[src/verilog/pst_cfg.svh]
`ifndef PST_CFG_SVH
`define PST_CFG_SVH

// Lane count and field widths
`define PST_LANES        3'h4
`define PST_NLANES       4
`define PST_LANE_W       2
`define PST_AMP_W        4
`define PST_CNT_W        32
`define PST_RATE_W       16
`define PST_BITS_W       40
`define PST_LFSR_W       31
`define PST_LEN_W        5

// Feedback tap positions, zero based, for x^n + x^m + 1
`define PST_TAP7A        6
`define PST_TAP7B        5
`define PST_TAP11A       10
`define PST_TAP11B       8
`define PST_TAP23A       22
`define PST_TAP23B       17
`define PST_TAP31A       30
`define PST_TAP31B       27

// Sequence orders as lock lengths
`define PST_LEN7         5'h07
`define PST_LEN11        5'h0B
`define PST_LEN23        5'h17
`define PST_LEN31        5'h1F

// Reset values
`define PST_SEED         31'h7FFF_FFFF
`define PST_SEED_BIT     1'b1
`define PST_LFSR_ZERO    31'h0000_0000
`define PST_CNT_ZERO     32'h0000_0000
`define PST_CNT_ONE      32'h0000_0001
`define PST_CNT_MAX      32'hFFFF_FFFF
`define PST_BITS_ZERO    40'h00_0000_0000
`define PST_RATE_ZERO    16'h0000
`define PST_LEN_ZERO     5'h00
`define PST_LEN_ONE      5'h01
`define PST_AMP_RST      4'h0

// Timing: refresh interval of the error-rate figures
`define PST_SECOND_NS     32'h3B9A_CA00
`define PST_CLK_PERIOD_NS 32'h0000_0005
`define PST_SECOND_CYCLES (`PST_SECOND_NS / `PST_CLK_PERIOD_NS)

`endif

[src/verilog/pst_pkg.sv]
`include "pst_cfg.svh"

package pst_pkg;

  // Sequence order selection
  typedef enum logic [1:0] {
    PST_PRBS7,
    PST_PRBS11,
    PST_PRBS23,
    PST_PRBS31
  } pst_order_t;

  // Test engine state
  typedef enum logic {
    PST_IDLE,
    PST_RUN
  } pst_state_t;

  // Next sequence bit for the chosen order
  function automatic logic pst_fb(input logic [`PST_LFSR_W-1:0] s, input pst_order_t o);
    logic b;
    b = 1'b0;
    unique case (o)
      PST_PRBS7:  b = s[`PST_TAP7A] ^ s[`PST_TAP7B];
      PST_PRBS11: b = s[`PST_TAP11A] ^ s[`PST_TAP11B];
      PST_PRBS23: b = s[`PST_TAP23A] ^ s[`PST_TAP23B];
      PST_PRBS31: b = s[`PST_TAP31A] ^ s[`PST_TAP31B];
    endcase
    return b;
  endfunction

  // Bits needed to fill the register for the chosen order
  function automatic logic [`PST_LEN_W-1:0] pst_len(input pst_order_t o);
    logic [`PST_LEN_W-1:0] n;
    n = `PST_LEN7;
    unique case (o)
      PST_PRBS7:  n = `PST_LEN7;
      PST_PRBS11: n = `PST_LEN11;
      PST_PRBS23: n = `PST_LEN23;
      PST_PRBS31: n = `PST_LEN31;
    endcase
    return n;
  endfunction

endpackage

[src/verilog/pst_prbs_gen.sv]
`include "pst_cfg.svh"

module pst_prbs_gen (
  input  wire logic               core_clk_in,
  input  wire logic               rst_in,
  input  wire logic               clk_en_in,
  input  wire logic               restart_in,
  input  wire logic               run_in,
  input  wire pst_pkg::pst_order_t order_in,
  output logic                    bit_out
);
  import pst_pkg::*;

  logic [`PST_LFSR_W-1:0] lfsr;
  logic                   fb;

  // Feedback of the maximal-length polynomial
  assign fb = pst_fb(lfsr, order_in);

  // Shift register, one bit per enabled cycle
  always_ff @(posedge core_clk_in) begin
    if (rst_in || (clk_en_in && restart_in)) begin
      lfsr    <= `PST_SEED;
      bit_out <= `PST_SEED_BIT;  // Stream opens with the seed's newest bit
    end else if (clk_en_in && run_in) begin
      lfsr    <= {lfsr[`PST_LFSR_W-2:0], fb};
      bit_out <= fb;
    end
  end
endmodule

[src/verilog/pst_prbs_chk.sv]
`include "pst_cfg.svh"

module pst_prbs_chk (
  input  wire logic               core_clk_in,
  input  wire logic               rst_in,
  input  wire logic               clk_en_in,
  input  wire logic               restart_in,
  input  wire logic               run_in,
  input  wire pst_pkg::pst_order_t order_in,
  input  wire logic               rx_bit_in,
  output logic                    err_out,
  output logic                    synced_out
);
  import pst_pkg::*;

  logic [`PST_LFSR_W-1:0] lfsr;
  logic [`PST_LEN_W-1:0]  fill;
  logic                   expect_bit;
  logic                   fill_done;
  logic                   seed_bit;

  // Predicted bit and lock condition
  assign expect_bit = pst_fb(lfsr, order_in);
  assign fill_done  = (fill == pst_len(order_in) - `PST_LEN_ONE);

  // Seeding starts at the first one: the stream opens with a one after idle
  // zeros, so path latency never lands in the seed
  assign seed_bit   = (fill != `PST_LEN_ZERO) || rx_bit_in;

  // Seed from the received stream, then free-run on the prediction
  always_ff @(posedge core_clk_in) begin
    if (rst_in || (clk_en_in && restart_in)) begin
      lfsr       <= `PST_LFSR_ZERO;
      fill       <= `PST_LEN_ZERO;
      synced_out <= 1'b0;
      err_out    <= 1'b0;
    end else if (clk_en_in && run_in) begin
      if (!synced_out) begin
        lfsr    <= {lfsr[`PST_LFSR_W-2:0], rx_bit_in};
        err_out <= 1'b0;
        if (seed_bit) begin
          fill <= fill + `PST_LEN_ONE;
        end
        if (seed_bit && fill_done) begin
          synced_out <= 1'b1;
        end
      end else begin
        lfsr    <= {lfsr[`PST_LFSR_W-2:0], expect_bit};
        err_out <= rx_bit_in ^ expect_bit;
      end
    end else if (clk_en_in) begin
      err_out <= 1'b0;
    end
  end
endmodule

[src/verilog/pst_lane_tester.sv]
// How it works
// - Generator and checker run any of order 7, 11, 23 or 31 sequences.
// - Near-end loopback feeds generator bits to checker; transmit pin stays quiet.
// - Errors accumulate in a counter that starts at zero, cleared by reset request.
// - A lane flagged PCI Express forces the order-7 sequence.
// - Error rate is errors plus one over bits sent, rate times seconds.
// - While running, the rate figures refresh each second; no rate keeps default.
// - Stop returns default; reset idle keeps default; reset running restarts.
// - Staged amplitude settings reach a lane only at its soft reset.
// - On external coding lanes a reset to lane X resets only lane X.
// - On PCI Express any lane reset resets all link lanes and controller.
`include "pst_cfg.svh"

module pst_lane_tester #(
  parameter int unsigned SECOND_CYCLES = `PST_SECOND_CYCLES
) (
  input  wire logic                             core_clk_in,
  input  wire logic                             rst_in,
  input  wire logic                             clk_en_in,
  input  wire logic                             start_in,
  input  wire logic                             stop_in,
  input  wire logic                             err_reset_in,
  input  wire logic [`PST_LANE_W-1:0]           lane_sel_in,
  input  wire pst_pkg::pst_order_t              order_sel_in,
  input  wire logic                             near_loop_in,
  input  wire logic [`PST_RATE_W-1:0]           data_rate_in,
  input  wire logic [`PST_NLANES-1:0]           lane_is_pcie_in,
  input  wire logic [`PST_NLANES-1:0]           lane_reset_req_in,
  input  wire logic                             amp_wr_in,
  input  wire logic [`PST_LANE_W-1:0]           amp_lane_in,
  input  wire logic [`PST_AMP_W-1:0]            amp_data_in,
  input  wire logic [`PST_NLANES-1:0]           rx_serial_in,
  output logic      [`PST_NLANES-1:0]           tx_serial_out,
  output logic                                  running_out,
  output logic                                  synced_out,
  output pst_pkg::pst_order_t                   order_active_out,
  output logic      [`PST_CNT_W-1:0]            err_count_out,
  output logic                                  ber_valid_out,
  output logic      [`PST_CNT_W-1:0]            ber_errs_out,
  output logic      [`PST_BITS_W-1:0]           ber_bits_out,
  output logic      [`PST_NLANES-1:0]           lane_rst_out,
  output logic                                  pcie_ctrl_rst_out,
  output logic      [`PST_NLANES*`PST_AMP_W-1:0] transmit_amplitude_setting_out
);
  import pst_pkg::*;

  pst_state_t                 state;
  pst_state_t                 next_state;
  pst_order_t                 order_run;
  logic [`PST_NLANES-1:0]     rx_s1;
  logic [`PST_NLANES-1:0]     rx_s2;
  logic [`PST_NLANES-1:0]     rx_s3;
  logic [`PST_NLANES-1:0]     rx_stable;
  logic [`PST_CNT_W-1:0]      sec_cnt;
  logic [`PST_BITS_W-1:0]     bits_acc;
  logic [`PST_AMP_W-1:0]      amp_stage [`PST_NLANES];
  logic                       gen_bit;
  logic                       chk_err;
  logic                       chk_synced;

  wire                        run          = (state == PST_RUN);
  wire                        go           = start_in && !run;
  wire                        halt         = stop_in && run;
  wire                        sel_pcie     = lane_is_pcie_in[lane_sel_in];
  wire                        sel_rst      = lane_rst_out[lane_sel_in];
  wire                        eng_restart  = go || (run && sel_rst);
  wire                        rate_given   = (data_rate_in != `PST_RATE_ZERO);
  wire                        sec_tick     = run && (sec_cnt == 32'(SECOND_CYCLES - 1));
  wire                        ber_restart  = go || halt || (err_reset_in && run) || !rate_given;
  wire                        rx_bit       = near_loop_in ? gen_bit : rx_stable[lane_sel_in];
  wire [`PST_NLANES-1:0]      pcie_req     = lane_reset_req_in & lane_is_pcie_in;
  wire                        any_pcie_req = |pcie_req;
  wire [`PST_NLANES-1:0]      next_lane_rst;
  wire [`PST_NLANES-1:0]      tx_drive;
  wire [`PST_CNT_W-1:0]       next_err_count;
  wire [`PST_BITS_W-1:0]      next_bits;
  pst_order_t                 next_order;
  pst_order_t                 next_active;

  // Order chosen at start; PCI Express lanes only offer order 7
  assign next_order = sel_pcie ? PST_PRBS7 : order_sel_in;

  // Order in use; a start shows its new order in the same cycle as running_out
  assign next_active = go ? next_order : order_run;

  // Start and stop sequencing
  always_comb begin
    next_state = state;
    unique case (state)
      PST_IDLE: if (start_in) next_state = PST_RUN;
      PST_RUN:  if (stop_in) next_state = PST_IDLE;
    endcase
  end

  always_ff @(posedge core_clk_in) begin
    if (rst_in) begin
      state     <= PST_IDLE;
      order_run <= PST_PRBS7;
    end else if (clk_en_in) begin
      state <= next_state;
      if (go) begin
        order_run <= next_order;
      end
    end
  end

  // Pattern source
  pst_prbs_gen u_gen (
    .core_clk_in (core_clk_in),
    .rst_in      (rst_in),
    .clk_en_in   (clk_en_in),
    .restart_in  (eng_restart),
    .run_in      (run),
    .order_in    (order_run),
    .bit_out     (gen_bit)
  );

  // Pattern checker; near loopback takes the generator bit on die
  pst_prbs_chk u_chk (
    .core_clk_in (core_clk_in),
    .rst_in      (rst_in),
    .clk_en_in   (clk_en_in),
    .restart_in  (eng_restart),
    .run_in      (run),
    .order_in    (order_run),
    .rx_bit_in   (rx_bit),
    .err_out     (chk_err),
    .synced_out  (chk_synced)
  );

  // Receive pins: three stages and a retiming stage; a glitch vote would
  // swallow every lone bit of a one-bit-per-cycle stream, so none is applied
  always_ff @(posedge core_clk_in) begin
    if (rst_in) begin
      rx_s1     <= '0;
      rx_s2     <= '0;
      rx_s3     <= '0;
      rx_stable <= '0;
    end else if (clk_en_in) begin
      rx_s1     <= rx_serial_in;
      rx_s2     <= rx_s1;
      rx_s3     <= rx_s2;
      rx_stable <= rx_s3;
    end
  end

  // Only the tested lane drives, and not in near loopback
  genvar gl;
  generate
    for (gl = 0; gl < `PST_NLANES; gl++) begin : g_tx
      assign tx_drive[gl] = run && !near_loop_in && (lane_sel_in == gl);
    end
  endgenerate

  always_ff @(posedge core_clk_in) begin
    if (rst_in) begin
      tx_serial_out <= '0;
    end else if (clk_en_in) begin
      tx_serial_out <= tx_drive & {`PST_NLANES{gen_bit}};
    end
  end

  // Cumulative error count, saturating; the clear request wins
  assign next_err_count = (err_count_out == `PST_CNT_MAX) ? err_count_out
                                                          : err_count_out + `PST_CNT_ONE;

  always_ff @(posedge core_clk_in) begin
    if (rst_in) begin
      err_count_out <= `PST_CNT_ZERO;
    end else if (clk_en_in) begin
      if (err_reset_in) begin
        err_count_out <= `PST_CNT_ZERO;
      end else if (run && chk_synced && chk_err) begin
        err_count_out <= next_err_count;
      end
    end
  end

  // Bits sent grows by the rate each second
  assign next_bits = bits_acc + {{(`PST_BITS_W-`PST_RATE_W){1'b0}}, data_rate_in};

  // Second counter runs only during a test; any restart begins a fresh second
  always_ff @(posedge core_clk_in) begin
    if (rst_in) begin
      sec_cnt <= `PST_CNT_ZERO;
    end else if (clk_en_in) begin
      if (ber_restart || sec_tick) begin
        sec_cnt <= `PST_CNT_ZERO;
      end else if (run) begin
        sec_cnt <= sec_cnt + `PST_CNT_ONE;
      end
    end
  end

  // Bits sent so far in this rate calculation
  always_ff @(posedge core_clk_in) begin
    if (rst_in) begin
      bits_acc <= `PST_BITS_ZERO;
    end else if (clk_en_in) begin
      if (ber_restart) begin
        bits_acc <= `PST_BITS_ZERO;
      end else if (sec_tick) begin
        bits_acc <= next_bits;
      end
    end
  end

  // Figures change only on a whole second, so software never reads a partial
  // second; any restart falls back to the not-available default
  always_ff @(posedge core_clk_in) begin
    if (rst_in) begin
      ber_valid_out <= 1'b0;
      ber_errs_out  <= `PST_CNT_ZERO;
      ber_bits_out  <= `PST_BITS_ZERO;
    end else if (clk_en_in) begin
      if (ber_restart) begin
        ber_valid_out <= 1'b0;
        ber_errs_out  <= `PST_CNT_ZERO;
        ber_bits_out  <= `PST_BITS_ZERO;
      end else if (sec_tick) begin
        ber_valid_out <= 1'b1;
        ber_errs_out  <= next_err_count;
        ber_bits_out  <= next_bits;
      end
    end
  end

  // Reset scope: single lane for external coding, whole link for PCI Express
  assign next_lane_rst = (lane_reset_req_in & ~lane_is_pcie_in)
                       | ({`PST_NLANES{any_pcie_req}} & lane_is_pcie_in);

  // Lane pulses last as long as the request; a held request keeps lanes in reset
  always_ff @(posedge core_clk_in) begin
    if (rst_in) begin
      lane_rst_out <= '0;
    end else if (clk_en_in) begin
      lane_rst_out <= next_lane_rst;
    end
  end

  // Controller reset follows any request on a PCI Express lane
  always_ff @(posedge core_clk_in) begin
    if (rst_in) begin
      pcie_ctrl_rst_out <= 1'b0;
    end else if (clk_en_in) begin
      pcie_ctrl_rst_out <= any_pcie_req;
    end
  end

  // Amplitude settings are staged, then applied by the lane soft reset
  generate
    for (gl = 0; gl < `PST_NLANES; gl++) begin : g_amp
      always_ff @(posedge core_clk_in) begin
        if (rst_in) begin
          amp_stage[gl]                                        <= `PST_AMP_RST;
          transmit_amplitude_setting_out[gl*`PST_AMP_W +: `PST_AMP_W] <= `PST_AMP_RST;
        end else if (clk_en_in) begin
          if (amp_wr_in && (amp_lane_in == gl)) begin
            amp_stage[gl] <= amp_data_in;
          end
          if (next_lane_rst[gl]) begin
            transmit_amplitude_setting_out[gl*`PST_AMP_W +: `PST_AMP_W] <= amp_stage[gl];
          end
        end
      end
    end
  endgenerate

  // Status outputs
  always_ff @(posedge core_clk_in) begin
    if (rst_in) begin
      running_out      <= 1'b0;
      synced_out       <= 1'b0;
      order_active_out <= PST_PRBS7;
    end else if (clk_en_in) begin
      running_out      <= (next_state == PST_RUN);
      synced_out       <= chk_synced && run;
      order_active_out <= next_active;
    end
  end
endmodule

[config.mk]
export PLATFORM = sky130hd
export DESIGN_NAME = pst_lane_tester
export DESIGN_NICKNAME = d
export VERILOG_FILES = /design/src/verilog/pst_pkg.sv /design/src/verilog/pst_prbs_gen.sv /design/src/verilog/pst_prbs_chk.sv /design/src/verilog/pst_lane_tester.sv
export VERILOG_INCLUDE_DIRS = /design/src /design/src/verilog
export SDC_FILE = /design/constraint.sdc
export NUM_CORES = 1
export LEC_CHECK = 0
export BUFFER_PORTS_ARGS = -buffer_cell sky130_fd_sc_hd__clkbuf_2
export CELL_PAD_IN_SITES_DETAIL_PLACEMENT = 2
export CELL_PAD_IN_SITES_GLOBAL_PLACEMENT = 2
export CORE_UTILIZATION = 35
export CTS_CLUSTER_SIZE = 16
export DETAILED_ROUTE_END_ITERATION = 7
export HOLD_SLACK_MARGIN = 0.1
export PLACE_DENSITY_LB_ADDON = 0.05
export SLEW_MARGIN = 5
export SYNTH_ARGS = -nofsm -noshare
export SYNTH_HDL_FRONTEND = slang
export SYNTH_HIERARCHICAL = 1
export SYNTH_SLANG_ARGS = --single-unit
[constraint.sdc]
create_clock -name core_clk_in -period 4.1 [get_ports core_clk_in]
set_clock_uncertainty 0.15 [all_clocks]
set_input_delay 0.205 -clock core_clk_in [delete_from_list [all_inputs] [get_ports core_clk_in]]
set_output_delay 0.205 -clock core_clk_in [all_outputs]
set_load 0.01 [all_outputs]
* Word level (Yosys, flattened, before mapping) *
Memories as Yosys holds them, arrays and structs flattened. A register that Yosys moved wholly into a read port is not among the register bits.
Cells that the tools add are included.

storage, ports and cells
  memories kept = 1
  latch bits = 0
  RAM bits = 16
  memory bits (read-only) = 0
  word-level logic and storage cells = 163
  output and inout port bits = 134
  flip-flop bits (word level) = 236
  input port bits = 46

operators by class
  order comparisons = 1
  shift-type cells = 0
  $add $sub $neg = 5
  equal/unequal tests = 12
  bitwise operators = 21
  div/mod/pow operators = 0
  multipliers = 0
  mux-type cells = 54
  reduce and logical (&&, ||, !) cells = 48

memory list
  name       words  bits a word  read ports  clocked after Yosys merged registers in  write ports  RTL line               source
  amp_stage  4      4            4           4                                        4            pst_lane_tester.sv:56  logic [`PST_AMP_W-1:0] amp_stage [`PST_NLANES];

operator list
  kind                   number
  $mux 32                7
  $mux 40                2
  $add 32x1->32 const B  2
  $add 40x16->40         1
  $eq 32x28->1 const B   1
  $eq 32x32->1 const B   1
  $mux 1                 32
  $pmux 5 s4             1
  $logic_and 1x1->1      19
  $and 4x4->4            4
  $mux 4                 4
  $reduce_and 2->1       8
  $reduce_bool 16->1     1
  $eq 2x2->1 const B     6
  $xor 1x1->1            9
  $pmux 1 s4             2
  $reduce_bool 2->1      4
  $logic_or 1x1->1       7
  $bmux 1 s2             3
  $eq 2x1->1 const B     3
  $logic_not 2->1        3
  $add 5x1->5 const B    1
  $eq 5x5->1             1
  $reduce_bool 5->1      1
  other kinds (11)       18

* Depth between registers and ports, before layout *
Gate-level depths: netlist of run 1.

  depth after elaboration = 8
  mapped depth = 11
  depth with buffers taken out = 10

* Cells and area by module *
The synthesis of run 1 kept the hierarchy.

modules (own cells, without submodules)
  module           area each (um^2)  sequential area each (um^2)  instances  cells each
  pst_lane_tester  9391.5            4124.0                       1          1091
  pst_prbs_chk     1525.2            760.7                        1          187
  pst_prbs_gen     1123.6            620.6                        1          141

* Least setup slack after synthesis of run 1 *
OpenSTA, ideal clock, no wires.

  path type = reg-to-reg
  start point = register, netlist name ber_bits_out[0]
  end point = register ber_bits_out[38]
  buffers on the path = 1
  data required time = 3822 ps
  arrival = 2487 ps
  library setup time = 128 ps
  period minus slack after synthesis = 2765 ps
  stages on the path, launching flop included = 12
  path slack = 1335 ps
  cells stage by stage = dfxtp_1 ha_1 inv_1 fa_1 nor2b_1 nor3_1 o21ai_0 o311ai_0 clkbuf_1 a2111oi_0 xnor2_1 nor2_1

RTL lines
  element               RTL line                source
  end signal, assigned  pst_lane_tester.sv:214  ber_bits_out <= `PST_BITS_ZERO;
  end signal, assigned  pst_lane_tester.sv:219  ber_bits_out <= `PST_BITS_ZERO;
  end signal, assigned  pst_lane_tester.sv:223  ber_bits_out <= next_bits;
  end, declared         pst_lane_tester.sv:40   output logic [`PST_BITS_W-1:0] ber_bits_out,

* Worst setup path in the final report of run 1 *
  start point = input port data_rate_in[11]
  end point = register ber_bits_out[26]

on the way
  cells in the longest elaborated chain, start to end = 5
  elaborated cells between the ends (all ways) = 8
  those cells by class = add/sub (1); mux (2); reduce/logical (5)

ends and longest elaborated chain
  element                                                                 RTL line               source
  start, declared                                                         pst_lane_tester.sv:26  input wire logic [`PST_RATE_W-1:0] data_rate_in,
  parallel branches: the longest is 5 deep, another holds $add 40x16->40  n/a

Parallel ways; which one is timed is not known. The select of a mux whose other input is x is not followed.
A chain may end at the register's enable or synchronous reset.

==> results of run 1 <==
[power by group through the flow]
stage,logic [W],clock network [W],registers [W]
floorplan,0.000180,0,0.00275
global placement,0.000298,0,0.00274
finish,0.000347,0.00289,0.00269
detailed placement,0.000306,0,0.00275
CTS,0.000348,0.00297,0.00269
global route,0.000385,0.00305,0.00269
[synth_stat cells (all sizes together) (3+ instances only)]
cell and number:
ha 21, and3 13, dfxtp 251, mux4 5
a32oi 3, nor4 10, xnor2 67, clkbuf 56
nand2 246, mux2i 34, buf 16, inv 27
o21ai 102, nor3 18, and4 12, o221ai 3
a22oi 3, nor4b 8, or3 7, a2111oi 6
a21o 7, nand3 66, nor2b 3, nor3b 10
or2 3, and2 30, o31ai 13, nor2 159
xor2 34, a311oi 4, a31oi 9, a21oi 75
nand4 23, edfxtp 16, nand3b 6, a211oi 15
[layout by cell type (no fill, tap or decap), types with 18 or more instances in the layout]
| cell type | n |
|---|---|
| sky130_fd_sc_hd__and2_1 | 29 |
| sky130_fd_sc_hd__nor3_1 | 18 |
| sky130_fd_sc_hd__nand2_1 | 246 |
| sky130_fd_sc_hd__ha_1 | 21 |
| sky130_fd_sc_hd__o21ai_0 | 100 |
| sky130_fd_sc_hd__dfxtp_1 | 251 |
| sky130_fd_sc_hd__inv_1 | 27 |
| sky130_fd_sc_hd__clkbuf_16 | 31 |
| sky130_fd_sc_hd__nand4_1 | 23 |
| sky130_fd_sc_hd__dlygate4sd3_1 | 52 |
| sky130_fd_sc_hd__mux2i_1 | 34 |
| sky130_fd_sc_hd__xnor2_1 | 67 |
| sky130_fd_sc_hd__nand3_1 | 65 |
| sky130_fd_sc_hd__a21oi_1 | 74 |
| sky130_fd_sc_hd__nor2_1 | 159 |
| sky130_fd_sc_hd__clkbuf_2 | 179 |
| sky130_fd_sc_hd__xor2_1 | 34 |
[metal layers]
layer | track usage, % | vias up | wire length [um]
met5 | 0 | - | 22
met4 | 7.41 | 4 | 1260
met3 | 5.10 | 76 | 1860
met2 | 40.6 | 187 | 19800
met1 | 27.3 | 5488 | 17300
li1 | - | 5321 | -
[per-stage QoR]
stage / setup WS [ns] / std cells
6_report: 0.928 / 2097
5_1_grt: 0.703 / 2096
4_1_cts: 0.880 / 2096
3_5_place_dp: 0.959 / 1988
3_3_place_gp: 0.994 / 1988
2_1_floorplan: 1.34 / 1419
[kinds of logic after synthesis]
| kind of cell | after synthesis |
|---|---|
| simple gates | 621 |
| compound gates | 268 |
| flops | 267 |
| xor+xnor | 101 |
| buf+inv | 99 |
| mux | 41 |
| fa+ha+maj | 22 |
[worst max-delay path, cell delays in order]
cell and delay [ns]:
sky130_fd_sc_hd__dlygate4sd3_1 0.56, sky130_fd_sc_hd__clkbuf_2 0.14, sky130_fd_sc_hd__ha_1 0.39, sky130_fd_sc_hd__a21o_1 0.19, sky130_fd_sc_hd__a21oi_1 0.22, sky130_fd_sc_hd__o21ai_0 0.12, sky130_fd_sc_hd__a21oi_1 0.97, sky130_fd_sc_hd__a21oi_1 0.29
sky130_fd_sc_hd__a21bo_2 0.28, sky130_fd_sc_hd__a21oi_1 0.12
[final timing paths]
path | from | endpoint | slack [ns] | depth (start not counted)
worst max register to register | ber_bits_out[11]$_SDFFE_PP0P_ | ber_bits_out[26]$_SDFFE_PP0P_ | 0.94 | 8
worst max-delay path | data_rate_in[11] | ber_bits_out[26]$_SDFFE_PP0P_ | 0.93 | 10
worst min register to register | u_chk/lfsr[15]$_SDFFE_PP0P_ | u_chk/lfsr[16]$_SDFFE_PP0P_ | 0.31 | 2
worst min-delay path | data_rate_in[14] | ber_bits_out[15]$_SDFFE_PP0P_ | 0.14 | 6
[flip-flops by register name, summed over array words and instances (netlist names), 2 cells and up]
name	cells
amp_stage	16
ber_bits_out	40
ber_errs_out	32
err_count_out	32
lane_rst_out	4
order_active_out	2
rx_s1	4
rx_s2	4
rx_s3	4
rx_stable	4
sec_cnt	32
transmit_amplitude_setting_out	16
tx_serial_out	4
u_chk/fill	5
u_chk/lfsr	31
u_gen/lfsr	31
[cell type report]
class,instances,area [um2],area share [%]
clock buffers,43,881,5.91
flip-flops and latches,267,5510,36.9
clock inverters,13,175,1.18
repair buffers,245,1520,10.2
diodes,1,2.50,0.0168
inverters,27,101,0.680
multi-input cells,1053,6150,41.3
well taps,448,561,3.76
==> results by stage, run 1 <==
Clock tree:
- The cell chosen for the clock root is sky130_fd_sc_hd__clkbuf_16.
- The number of gates resized after CTS was 0.
- In this run the number of H-tree levels came out at 1.
- The clock sink total is 267.
- The hold buffer count at cts is 52.
- In this run the deepest clock path goes through 3 buffers.
- The number of post-CTS setup repair buffers is 0.
- The clock tree from TritonCTS is built.
- The number of buffers created by CTS is 31.
- The clock insertion delay at the later pin of the skew report is 0.57 ns.
- Clock-pin slew was measured on the worst setup and hold paths at 0.06 ns.

Worst setup path:
- The setup path with the least slack is of type primary input to flop.
- The worst setup path is launched from a primary input.
- The maximum fanout encountered on the critical timing path is 11.
- At the worst endpoint, the required time is 4.42 ns.
- The worst setup path is captured at a flop.
- The arrival time reported for the critical path endpoint is 3.49 ns.

GRT:
- Global routing consumed, over all layers together, 22.9% of the routing resources.
- The wire length of the first global-routing pass is 65.3 mm.
- The remaining global-route overflow is 0.
- The largest net degree at the start of global routing is 55.
- The number of global-route vias before repair came to 12100.
- The initial antenna violation count is 3.

Timing:
- The final setup TNS is 0 ns.
- The post-layout minimum cycle time is 3.17 ns.
- The final setup violation count is 0.
- The number of pins with negative max-slew slack in the final report is 0.
- On the final layout, the worst hold slack is 0.142 ns.
- The achievable frequency is 315 MHz.
- The transition at the pin with the smallest max-transition slack is 1.23 ns.
- Measured against its own limit, the worst slew margin works out to 18.1%.
- The final cycle utilization of the critical path is 77.4%.
- The number of hold violations in the final report is 0.
- Setup repair after global routing left no endpoint under its margin.

Power and ir drop:
- The net load switching power is 0.00139 W.
- The power consumption is 0.00593 W.
- The switching power as a share of total power is 23.5%.
- The cell leakage power is 5.87 nW.
- The internal power of the cells totals 0.00453 W.
- IR analysis of the VDD net gives a maximum drop of 339 uV.
- For this design the ratio of total power to cell area is 398 mW/mm2.
- Of the total power, registers draw 45.4%.
- Per report_power, the clock group accounts for 48.8% of the total.
- Combinational logic is responsible for 5.9% of the overall power.

Routing:
- The detail route stage leaves a number of antenna-violating nets equal to 0.
- In the final routed layout, each cell accounts on average for 19.2 um.
- The final route contains 11100 vias.
- After detailed routing, the number of vias per cell comes to 5.28.
- The first detailed-routing pass ran for 4 iterations.
- For this block, the routed nets add up to 40.3 mm of wire.
- The remaining design rule violation count is 0.
- The detailed router finished its first iteration with 366 violations.

Logic synthesis:
- The synthesized netlist devotes 13.5% of its cell area to compound gates.
- The synthesized instance count is 1419.
- Of the total synthesized cell area, the portion taken by full adders, half adders and majority gates is 2.35%.
- The area share of the largest cell type after synthesis is 41.7%.
- The number of enable flip-flop cells after synthesis is 16.
- The number of synthesized register bits is 267.
- The combinational family with the most area after synthesis is simple AND/OR/NAND/NOR gates.
- The cell area after synthesis is 0.0120 mm2.
- For this run, asynchronously set or reset flops after synthesis account for 0%.
- The primary flip-flop cell chosen by synthesis mapping is sky130_fd_sc_hd__dfxtp_1.
- The post-synthesis share of cell area spent on and, or, nand and nor gates is 23.9%.
- Yosys printed 6 warnings.
- The count of cell types in the netlist is 68.
- Summing the areas of all xor and xnor instances in the mapped netlist gives 7.35% of the synthesized area.
- The post-synth net total is 1487.
- The multiplexer share of the synthesized area is 3.95%.
- The sequential element share of the synthesized area is 45.7%.
- The average cell area after synthesis is 8.49 um2.
- In the post-synthesis netlist, the biggest area contributors are sky130_fd_sc_hd__dfxtp_1 (42%), sky130_fd_sc_hd__nand2_1 (7.7%), sky130_fd_sc_hd__nor2_1 (5.0%).
- The cell type with the highest aggregate area in the netlist is sky130_fd_sc_hd__dfxtp_1.

Die:
- After floorplanning, the core was sized to cover 0.0337 mm2.
- Row generation in the floorplan step produced 67 rows.
- The number of placed I/O pins is 180.
- The floorplan step set the die width to 187 um.
- The area of the die is 0.0351 mm2.
- The vertical extent of the die is 187 um.
- The initial utilization of the core area, before any placement, comes to 35.7%.

Placed design:
- The count of buffers added on input and output ports is 179.
- After detailed placement, the total cell area comes to 0.0133 mm2.
- The estimated wirelength of the detail-placed design is 26.8 mm.
- The congestion estimate from routability-driven global placement came to 0.813.

Outcome:
- The run finished with clean final reports.

Min path:
- The worst hold path belongs to the class primary input to flop.

Cells and area:
- The utilization after layout is 44.2%.
- In the final layout, the share of cells above drive strength 1 is 16.0%.
- The growth of design area from synthesis to finish is 23.8%.
- The number of nets at the end of the flow is 1693.
- The count of fill cells added during filler insertion is 3777.
- Summing all non-filler instances in the final layout gives an area of 0.0149 mm2.

Run:
- The total of max-cap violations is 0.
Note: power is estimated with default switching activity, not from simulation.
==> run 2, diff against run 1 <==
- ABC_AREA: default -> 1
- CORE_UTILIZATION: 35 -> 32
- clock period: 4.1 -> 3.3 ns (I/O delays scaled with it)
==> run 2 against run 1 <==
The flow now finishes with violations (DRC). Clock power up 36%. Die area is 22% higher. Worst hold slack lost 0.014 ns. Count of clock-buffer cells in the layout down 1. Routed wire length increased by 27%. Final area grew 11%. Critical path type unchanged.
==> results by stage, run 2 <==
Routing:
- The via count of the routed design is 13900.
- After detailed routing, the number of remaining DRC violations is 18.
- In this run, the number of DRC markers left after iteration 0 of detailed routing was 475.
- The final antenna-violating net count is 0.
- The detailed-route vias per instance is 4.98.
- The total length of routed wires is 51.0 mm.
- The number of iterations in the first detailed-routing pass is 6.
- The wire length per cell after detailed routing is 18.3 um.

Worst setup path:
- Data on the critical path arrives at its endpoint at 3.48 ns.
- STA classifies the critical path startpoint as a primary input.
- The critical path start-end classification is primary input to flop.
- In this run the critical register-to-register path is launched from running_out$_SDFFE_PP0P_.
- The required time at the endpoint of the critical path is 3.65 ns.
- The capturing element type of the critical path is a flop.
- In this run the worst setup path begins at lane_sel_in[1].
- The maximum fanout encountered on the critical timing path is 4.

Cells and area:
- Compared with the post-synthesis result, the final layout area differs by 23.1%.
- The proportion of layout cells with a drive suffix above 1 is 12.7%.
- Counting the fill cells in the layout gives 4985.
- The leading cell type in the layout, fill and taps excluded is sky130_fd_sc_hd__nand2_1.
- The final layout contains 2293 nets.
- The register with the most flip-flops in the layout has 40 of them.
- The register name with the most flops is ber_bits_out.
- Leaving out fill and tap cells, the most frequent cells in the layout are sky130_fd_sc_hd__nand2_1 (665), sky130_fd_sc_hd__dfxtp_1 (251), sky130_fd_sc_hd__nor2_1 (232).

Logic synthesis:
- After synthesis, the mean cell area works out to 6.73 um2.
- sky130_fd_sc_hd__nand2_1 is the most common cell in the netlist.
- The post-synth net total is 2064.
- In the synthesized netlist the dominant register cell turns out to be sky130_fd_sc_hd__dfxtp_1.
- The share of async-settable or async-resettable flops after synthesis is 0%.
- The Yosys step of the flow raised 6 warnings.
- The synthesized design devotes to its leading area cell type 37.4% of total area.
- The sequential element share of the synthesized area is 41.0%.
- By area the synthesized netlist is led by sky130_fd_sc_hd__dfxtp_1 (37%), sky130_fd_sc_hd__nand2_1 (19%), sky130_fd_sc_hd__nor2_1 (6.5%).
- The cell type with the highest aggregate area in the netlist is sky130_fd_sc_hd__dfxtp_1.
- The cell area after synthesis is 0.0134 mm2.
- By count the netlist is led by sky130_fd_sc_hd__nand2_1 (665), sky130_fd_sc_hd__dfxtp_1 (251), sky130_fd_sc_hd__nor2_1 (233).
- The number of enable flip-flop cells after synthesis is 16.
- Synthesis instantiated 50 different standard cells from the library.
- The number of synthesized register bits is 267.
- The synthesized instance count is 1996.

Run:
- The total of max-cap violations is 0.

Power and ir drop:
- IR analysis of the VDD net gives a maximum drop of 367 uV.
- In this run the power density over the cells is 475 mW/mm2.
- In this run the power spent charging and discharging nets is 0.00199 W.
- In this run switching power makes up 25.4% of total power.
- Combinational logic burns 7.2% of the power.
- The internal portion of the total power is 0.00586 W.
- Summed over all cells, the static leakage comes to 7.27 nW.
- Registers are responsible for 43.0% of the overall power.
- The clock network is responsible for 49.9% of the overall power.

Die:
- The x dimension of the die is 207 um.
- The number of standard-cell rows in the floorplan is 74.
- For this configuration, the core starts out at a cell density of 32.7%.
- In this run the vertical extent of the chip is 207 um.
- The placeable core region is 0.0411 mm2.
- During I/O placement, the number of pins put on the boundary was 180.
- The area of the die is 0.0428 mm2.

GRT:
- The initial antenna violation count is 1.
- The number of global-route vias before repair was 14900.
- The remaining global-route overflow is 0.
- Global routing used 24.1% of the available tracks across all layers.
- The wire length of the first global-routing pass is 81.0 mm.
- The largest net degree at the start of global routing is 49.

Timing:
- After layout, the minimum clock period comes to 3.14 ns.
- At the pin with the least slew margin, the transition time is 0.909 ns.
- The max-slew headroom at the worst pin is 39.3%.
- Setup slack closes at 0.163 ns.
- The number of hold violations in the final report is 0.
- Setup repair after global routing left no endpoint under its margin.
- The number of pins with negative max-slew slack in the final report is 0.
- Setup total negative slack on the finished layout was measured at 0 ns.
- Setup violations remaining at the end of the flow were counted as 0.
- The achievable frequency is 319 MHz.
- The final cycle utilization of the critical path is 95.0%.

Clock tree:
- TritonCTS built the clock tree.
- Once the clock tree was built, the setup fixing pass inserted 0 buffers.
- The clock insertion delay at the later pin of the skew report is 0.55 ns.
- The H-tree generated during clock tree synthesis spans 2 levels.
- The maximum number of buffers from clock root to sink is 3.
- The clock sink total is 267.
- After clock tree synthesis, the clock-pin slew on the worst setup and hold paths is 0.06 ns.
- The cell chosen for the clock root is sky130_fd_sc_hd__clkbuf_16.
- The number of buffers created by CTS is 35.

Placed design:
- Summed over all nets, the half-perimeter wirelength after detailed placement is 37.3 mm.
- Prior to clock tree synthesis, the placed netlist has a worst setup slack of 0.341 ns.
- The count of buffers added on input and output ports is 179.
- Routability-driven placement finished with a final weighted congestion of 0.837.

Min path:
- The min-delay analysis places its worst path in the category primary input to flop.
- The worst hold path begins at data_rate_in[2].

Outcome:
- The flow ran to the end, but the final reports show violations.
- The final reports fail on DRC.
[run 2: cell types whose count changed after synthesis, moves of 12 or more]
cell / change
sky130_fd_sc_hd__a211oi_1: -13
sky130_fd_sc_hd__a21oi_1: +63
sky130_fd_sc_hd__and2_1: -29
sky130_fd_sc_hd__and4_1: -12
sky130_fd_sc_hd__clkbuf_1: -30
sky130_fd_sc_hd__inv_1: +175
sky130_fd_sc_hd__mux2i_1: -34
sky130_fd_sc_hd__nand2_1: +419
sky130_fd_sc_hd__nand3_1: +57
sky130_fd_sc_hd__nor2_1: +74
sky130_fd_sc_hd__nor3_1: +28
sky130_fd_sc_hd__o21ai_0: -17
sky130_fd_sc_hd__o31ai_1: -13
sky130_fd_sc_hd__xnor2_1: -45
[run 2: layout make-up]
class | count | area [um2] | area share (%)
tap | 532 | 666 | 4.02
antenna | 1 | 2.50 | 0.0151
clock buffer | 42 | 932 | 5.63
sequential | 267 | 5510 | 33.3
timing repair buffer | 254 | 1620 | 9.80
multi-input combinational | 1457 | 6790 | 41.0
inverter | 210 | 793 | 4.79
clock inverter | 21 | 239 | 1.44
[run 2: metrics by stage]
step                      cell area [um2]  std cells  util (%)  total power (W)  hold WS, ns
final                               16600       2784      40.3          0.00786        0.128
after detailed placement            14800       2660      35.9          0.00395        0.287
after global routing                16500       2783      40.3          0.00816        0.180
after floorplan                     13400       1996         -          0.00376        0.150
after global placement              14800       2660      35.9          0.00393        0.275
after CTS                           16600       2784      40.3          0.00798        0.107
[run 2: kinds of logic after synthesis]
logic type	Yosys count	synth area share, %
AO/OA/AOI/OAI	255	10.3
XOR/XNOR	48	3.13
AND/OR/NAND/NOR	1132	35.0
adder cells (fa/ha/maj)	22	2.10
flip-flops	267	41.0
buffers and inverters	272	8.60
[run 2: layer usage]
metal  track usage (%)  routed length [um]  vias up
met4              5.74                 854        0
met1              31.9               24200     6818
met2              40.7               24200      186
li1                  -                   -     6808
met3              3.89                1710       59
met5                 0                   0        -
[run 2: timing repair]
action | CTS | global route
resized for setup | 0 | 1
setup endpoints to repair | 0 | 1
hold endpoints to repair | 106 | 0
hold buffers | 61 | 0
[run 2: power by group through the flow]
stage	combinational, W	sequential (W)	clock [W]
after floorplan	0.000321	0.00344	0
after global placement	0.000488	0.00344	0
after detailed placement	0.000504	0.00345	0
after CTS	0.000566	0.00338	0.00403
after global routing	0.000627	0.00338	0.00415
final	0.000562	0.00338	0.00392
[run 2: critical path, stage by stage]
cell and delay [ns]:
sky130_fd_sc_hd__dlygate4sd3_1 0.55, sky130_fd_sc_hd__clkbuf_2 0.14, sky130_fd_sc_hd__inv_1 0.06, sky130_fd_sc_hd__nand2_1 0.06, sky130_fd_sc_hd__dlygate4sd3_1 0.54, sky130_fd_sc_hd__inv_1 0.09, sky130_fd_sc_hd__a221oi_1 0.54, sky130_fd_sc_hd__nand2_1 0.10
sky130_fd_sc_hd__dlygate4sd3_1 0.58, sky130_fd_sc_hd__a21oi_1 0.12, sky130_fd_sc_hd__dlygate4sd3_1 0.55
[run 2: worst paths after layout]
kind / to / slack [ns] / depth (start not counted)
worst max-delay path: order_active_out[1]$_SDFFE_PP0P_ / 0.16 / 11
worst min register to register: ber_errs_out[18]$_SDFFE_PP0P_ / 0.30 / 2
worst min-delay path: ber_bits_out[2]$_SDFFE_PP0P_ / 0.13 / 4
worst max register to register: sec_cnt[4]$_SDFFE_PP0P_ / 0.38 / 12
==> run 3, diff against run 2 <==
- ABC_AREA: 1 -> default
- CORE_UTILIZATION: 32 -> 34
==> run 3 against run 2 <==
The flow now finishes without violations. Sequential share of layout area increased by 3.0 points. Critical path type unchanged. Worst hold slack worse by 0.010 ns. Combinational power decreased by 17%. Final cell count down 23%. Critical path depth decreased by 2. Critical endpoint is now order_active_out[0]$_SDFFE_PP0P_. Final area shrank 8.2%. Non-clock buffer count up 25. Die area decreased by 16%. Count of clock-buffer cells in the layout is 5 higher.
==> results by stage, run 3 (synthesized netlist as in run 1, its figures left out) <==
Outcome:
- The run finished with clean final reports.

Power and ir drop:
- Across the VDD grid, the largest voltage drop is 376 uV.
- The power density normalized to cell area is 478 mW/mm2.
- The cell leakage power is 6.06 nW.

Cells and area:
- The proportion of layout cells with a drive suffix above 1 is 16.8%.
- From synthesis to final layout, the design area changed by 26.2%.
- The count of fill cells added during filler insertion is 3934.
- The library cell used most frequently in the layout, excluding fill and tap cells, is sky130_fd_sc_hd__dfxtp_1.
- In the layout the commonest cells are sky130_fd_sc_hd__dfxtp_1 (251), sky130_fd_sc_hd__nand2_1 (246), sky130_fd_sc_hd__clkbuf_2 (178).
- After the flow finishes, the layout carries non-filler instances totaling 2139.
- The register name with the most flops is ber_bits_out.
- The post-layout instance area is 0.0152 mm2.
- After the last flow step, the layout net total stands at 1727.
- The register with the most flip-flops in the layout has 40 of them.

Timing:
- The post-layout minimum cycle time is 3.23 ns.
- The number of hold violations in the final report came to 0.
- For the pin with the worst max-slew slack, the measured transition is 1.01 ns.
- The post-route worst hold slack is 0.118 ns.
- The final cycle utilization of the critical path is 98.0%.
- The max-slew headroom at the worst pin is 32.6%.
- The achievable frequency is 309 MHz.
- Setup violations remaining at the end of the flow were counted as 0.
- The number of pins with negative max-slew slack in the final report is 0.

GRT:
- Entering global routing, the biggest net connects 47 pins.
- The remaining global-route overflow is 0.
- Global routing used 22.6% of the available tracks.
- The number of global-route vias before repair is 12000.
- The initial antenna violation count is 1.
- The first global-routing pass estimated 65.9 mm of wire.

Clock tree:
- Clock latency on the worst-skew pair, taken at its later pin, is 0.58 ns.
- The clock sink total is 267.
- In this run the number of H-tree levels came out at 1.
- The number of buffers created by CTS is 31.
- The maximum number of buffers from clock root to sink is 3.
- The clock tree from TritonCTS is built.
- The tree is rooted in a sky130_fd_sc_hd__clkbuf_16.
- Clock-pin slew was measured on the worst setup and hold paths at 0.06 ns.

Routing:
- In the detailed route, the total length drawn on met2 is 20.2 mm.
- The routed wire length on met3 is 1.93 mm.
- The wire length on met1 is 17.9 mm.
- After detailed routing, the average wire length per cell comes to 19.2 um.
- The detailed router placed 11200 vias in this run.
- After detailed routing, the number of remaining DRC violations is 0.
- The first TritonRoute pass finished after 4 iterations.
- The final antenna-violating net count is 0.
- The total length of routed wires is 41.0 mm.
- The detailed router used layers up to and including met4.
- After the first detailed-routing iteration, the DRC count stood at 421.
- The detailed-route vias per instance is 5.26.

Worst setup path:
- The signal on the critical path passes through dlygate4sd3_1, buf_2, mux4_2, nor3b_1, dlygate4sd3_1, a21oi_1, dlygate4sd3_1, nor2_1, dlygate4sd3_1.
- The capturing element type of the critical path is a flop.
- Tracing the worst setup path back leads to its startpoint at lane_sel_in[0].
- The buffer and inverter count on the worst path is 5.
- The startpoint identified for the worst register-to-register timing path is running_out$_SDFFE_PP0P_.
- The setup path with the least slack is of type primary input to flop.
- Data arrives at the worst endpoint at 3.60 ns.
- The maximum fanout encountered on the critical timing path is 7.
- Among the stages of the critical path, the cell type that occurs most often is sky130_fd_sc_hd__dlygate4sd3_1.
- The delay of the slowest cell on the worst path is 0.60 ns.
- The cell family contributing the most delay on the critical path is buffers and inverters.
- The required time at the endpoint of the critical path is 3.67 ns.
- The worst setup path is launched from a primary input.
- The master of the slowest instance on the critical path is sky130_fd_sc_hd__dlygate4sd3_1.

Min path:
- The tightest min-delay check is of the primary input to flop type.
- The startpoint of the tightest hold check path is data_rate_in[3].

Placed design:
- Detailed placement ended at an HPWL of 27.5 mm.
- Counting tap cells, the placed design contains a total of 2014 instances.
- The count of input and output buffers is 179.
- The placed instances occupy a cell area of 0.0135 mm2.
- The final weighted congestion of routability-driven global placement is 0.795.

Run:
- The total of max-cap violations is 0.

Die:
- The die covers 0.0362 mm2.
- The x dimension of the die is 190 um.
- During I/O placement, the number of pins put on the boundary was 180.
- The placeable core region is 0.0347 mm2.
- The die is 190 um tall.
- The number of standard-cell rows in the floorplan is 68.
- The starting density of the core is 34.7%.
-- run 3: path summary, 6_finish.rpt --
path	slack, ns	to	cells after the start
worst max-delay path	0.07	order_active_out[0]$_SDFFE_PP0P_	9
worst max register to register	0.09	order_active_out[0]$_SDFFE_PP0P_	8
worst min-delay path	0.12	ber_bits_out[3]$_SDFFE_PP0P_	4
worst min register to register	0.30	u_chk/lfsr[12]$_SDFFE_PP0P_	2
-- run 3: cell type report --
cell class,count,area [um2],area share (%)
Antenna cell,1,2.50,0.0165
Clock buffer,47,896,5.90
Clock inverter,10,121,0.799
Inverter,27,101,0.667
Multi-Input combinational cell,1053,6160,40.6
Sequential cell,267,5510,36.2
Tap cell,455,569,3.75
Timing Repair Buffer,279,1830,12.1
-- run 3: power by group --
| group | internal [W] | total (W) | leakage, nW | switching, W |
|---|---|---|---|---|
| Clock | 0.00203 | 0.00345 | 0.499 | 0.00142 |
| Combinational | 0.000185 | 0.000466 | 3.37 | 0.000282 |
| Sequential | 0.00331 | 0.00334 | 2.18 | 0.0000329 |
| Total | 0.00552 | 0.00726 | 6.06 | 0.00174 |
-- run 3: per-layer routing --
metal	global-route usage [%]	up-vias
met5	0	-
met4	6.34	0
met3	4.67	60
met2	40.0	188
met1	27.5	5590
li1	-	5404
-- run 3: metrics by stage --
stage                     total power (W)  TNS (ns)  utilization [%]  setup WS (ns)
final                             0.00726         0             43.8         0.0664
after global routing              0.00754   -0.0123             43.8        -0.0123
after CTS                         0.00736         0             43.7          0.196
after detailed placement          0.00381         0             38.9          0.389
after global placement            0.00380         0             38.9          0.544
after floorplan                   0.00363         0                -          0.535
-- run 3: worst reg2reg max path: cells and delay by family (launching register included) --
family	cells	cell delay (ns)
buf+inv	4	1.95
compound gates	1	0.05
flops	1	0.37
simple gates	3	0.61
-- run 3: timing repair --
action	CTS	global route
gates resized for setup	0	2
endpoints found under the setup margin	0	1
setup buffers	0	2
hold buffers	65	0
hold endpoints to repair	104	0
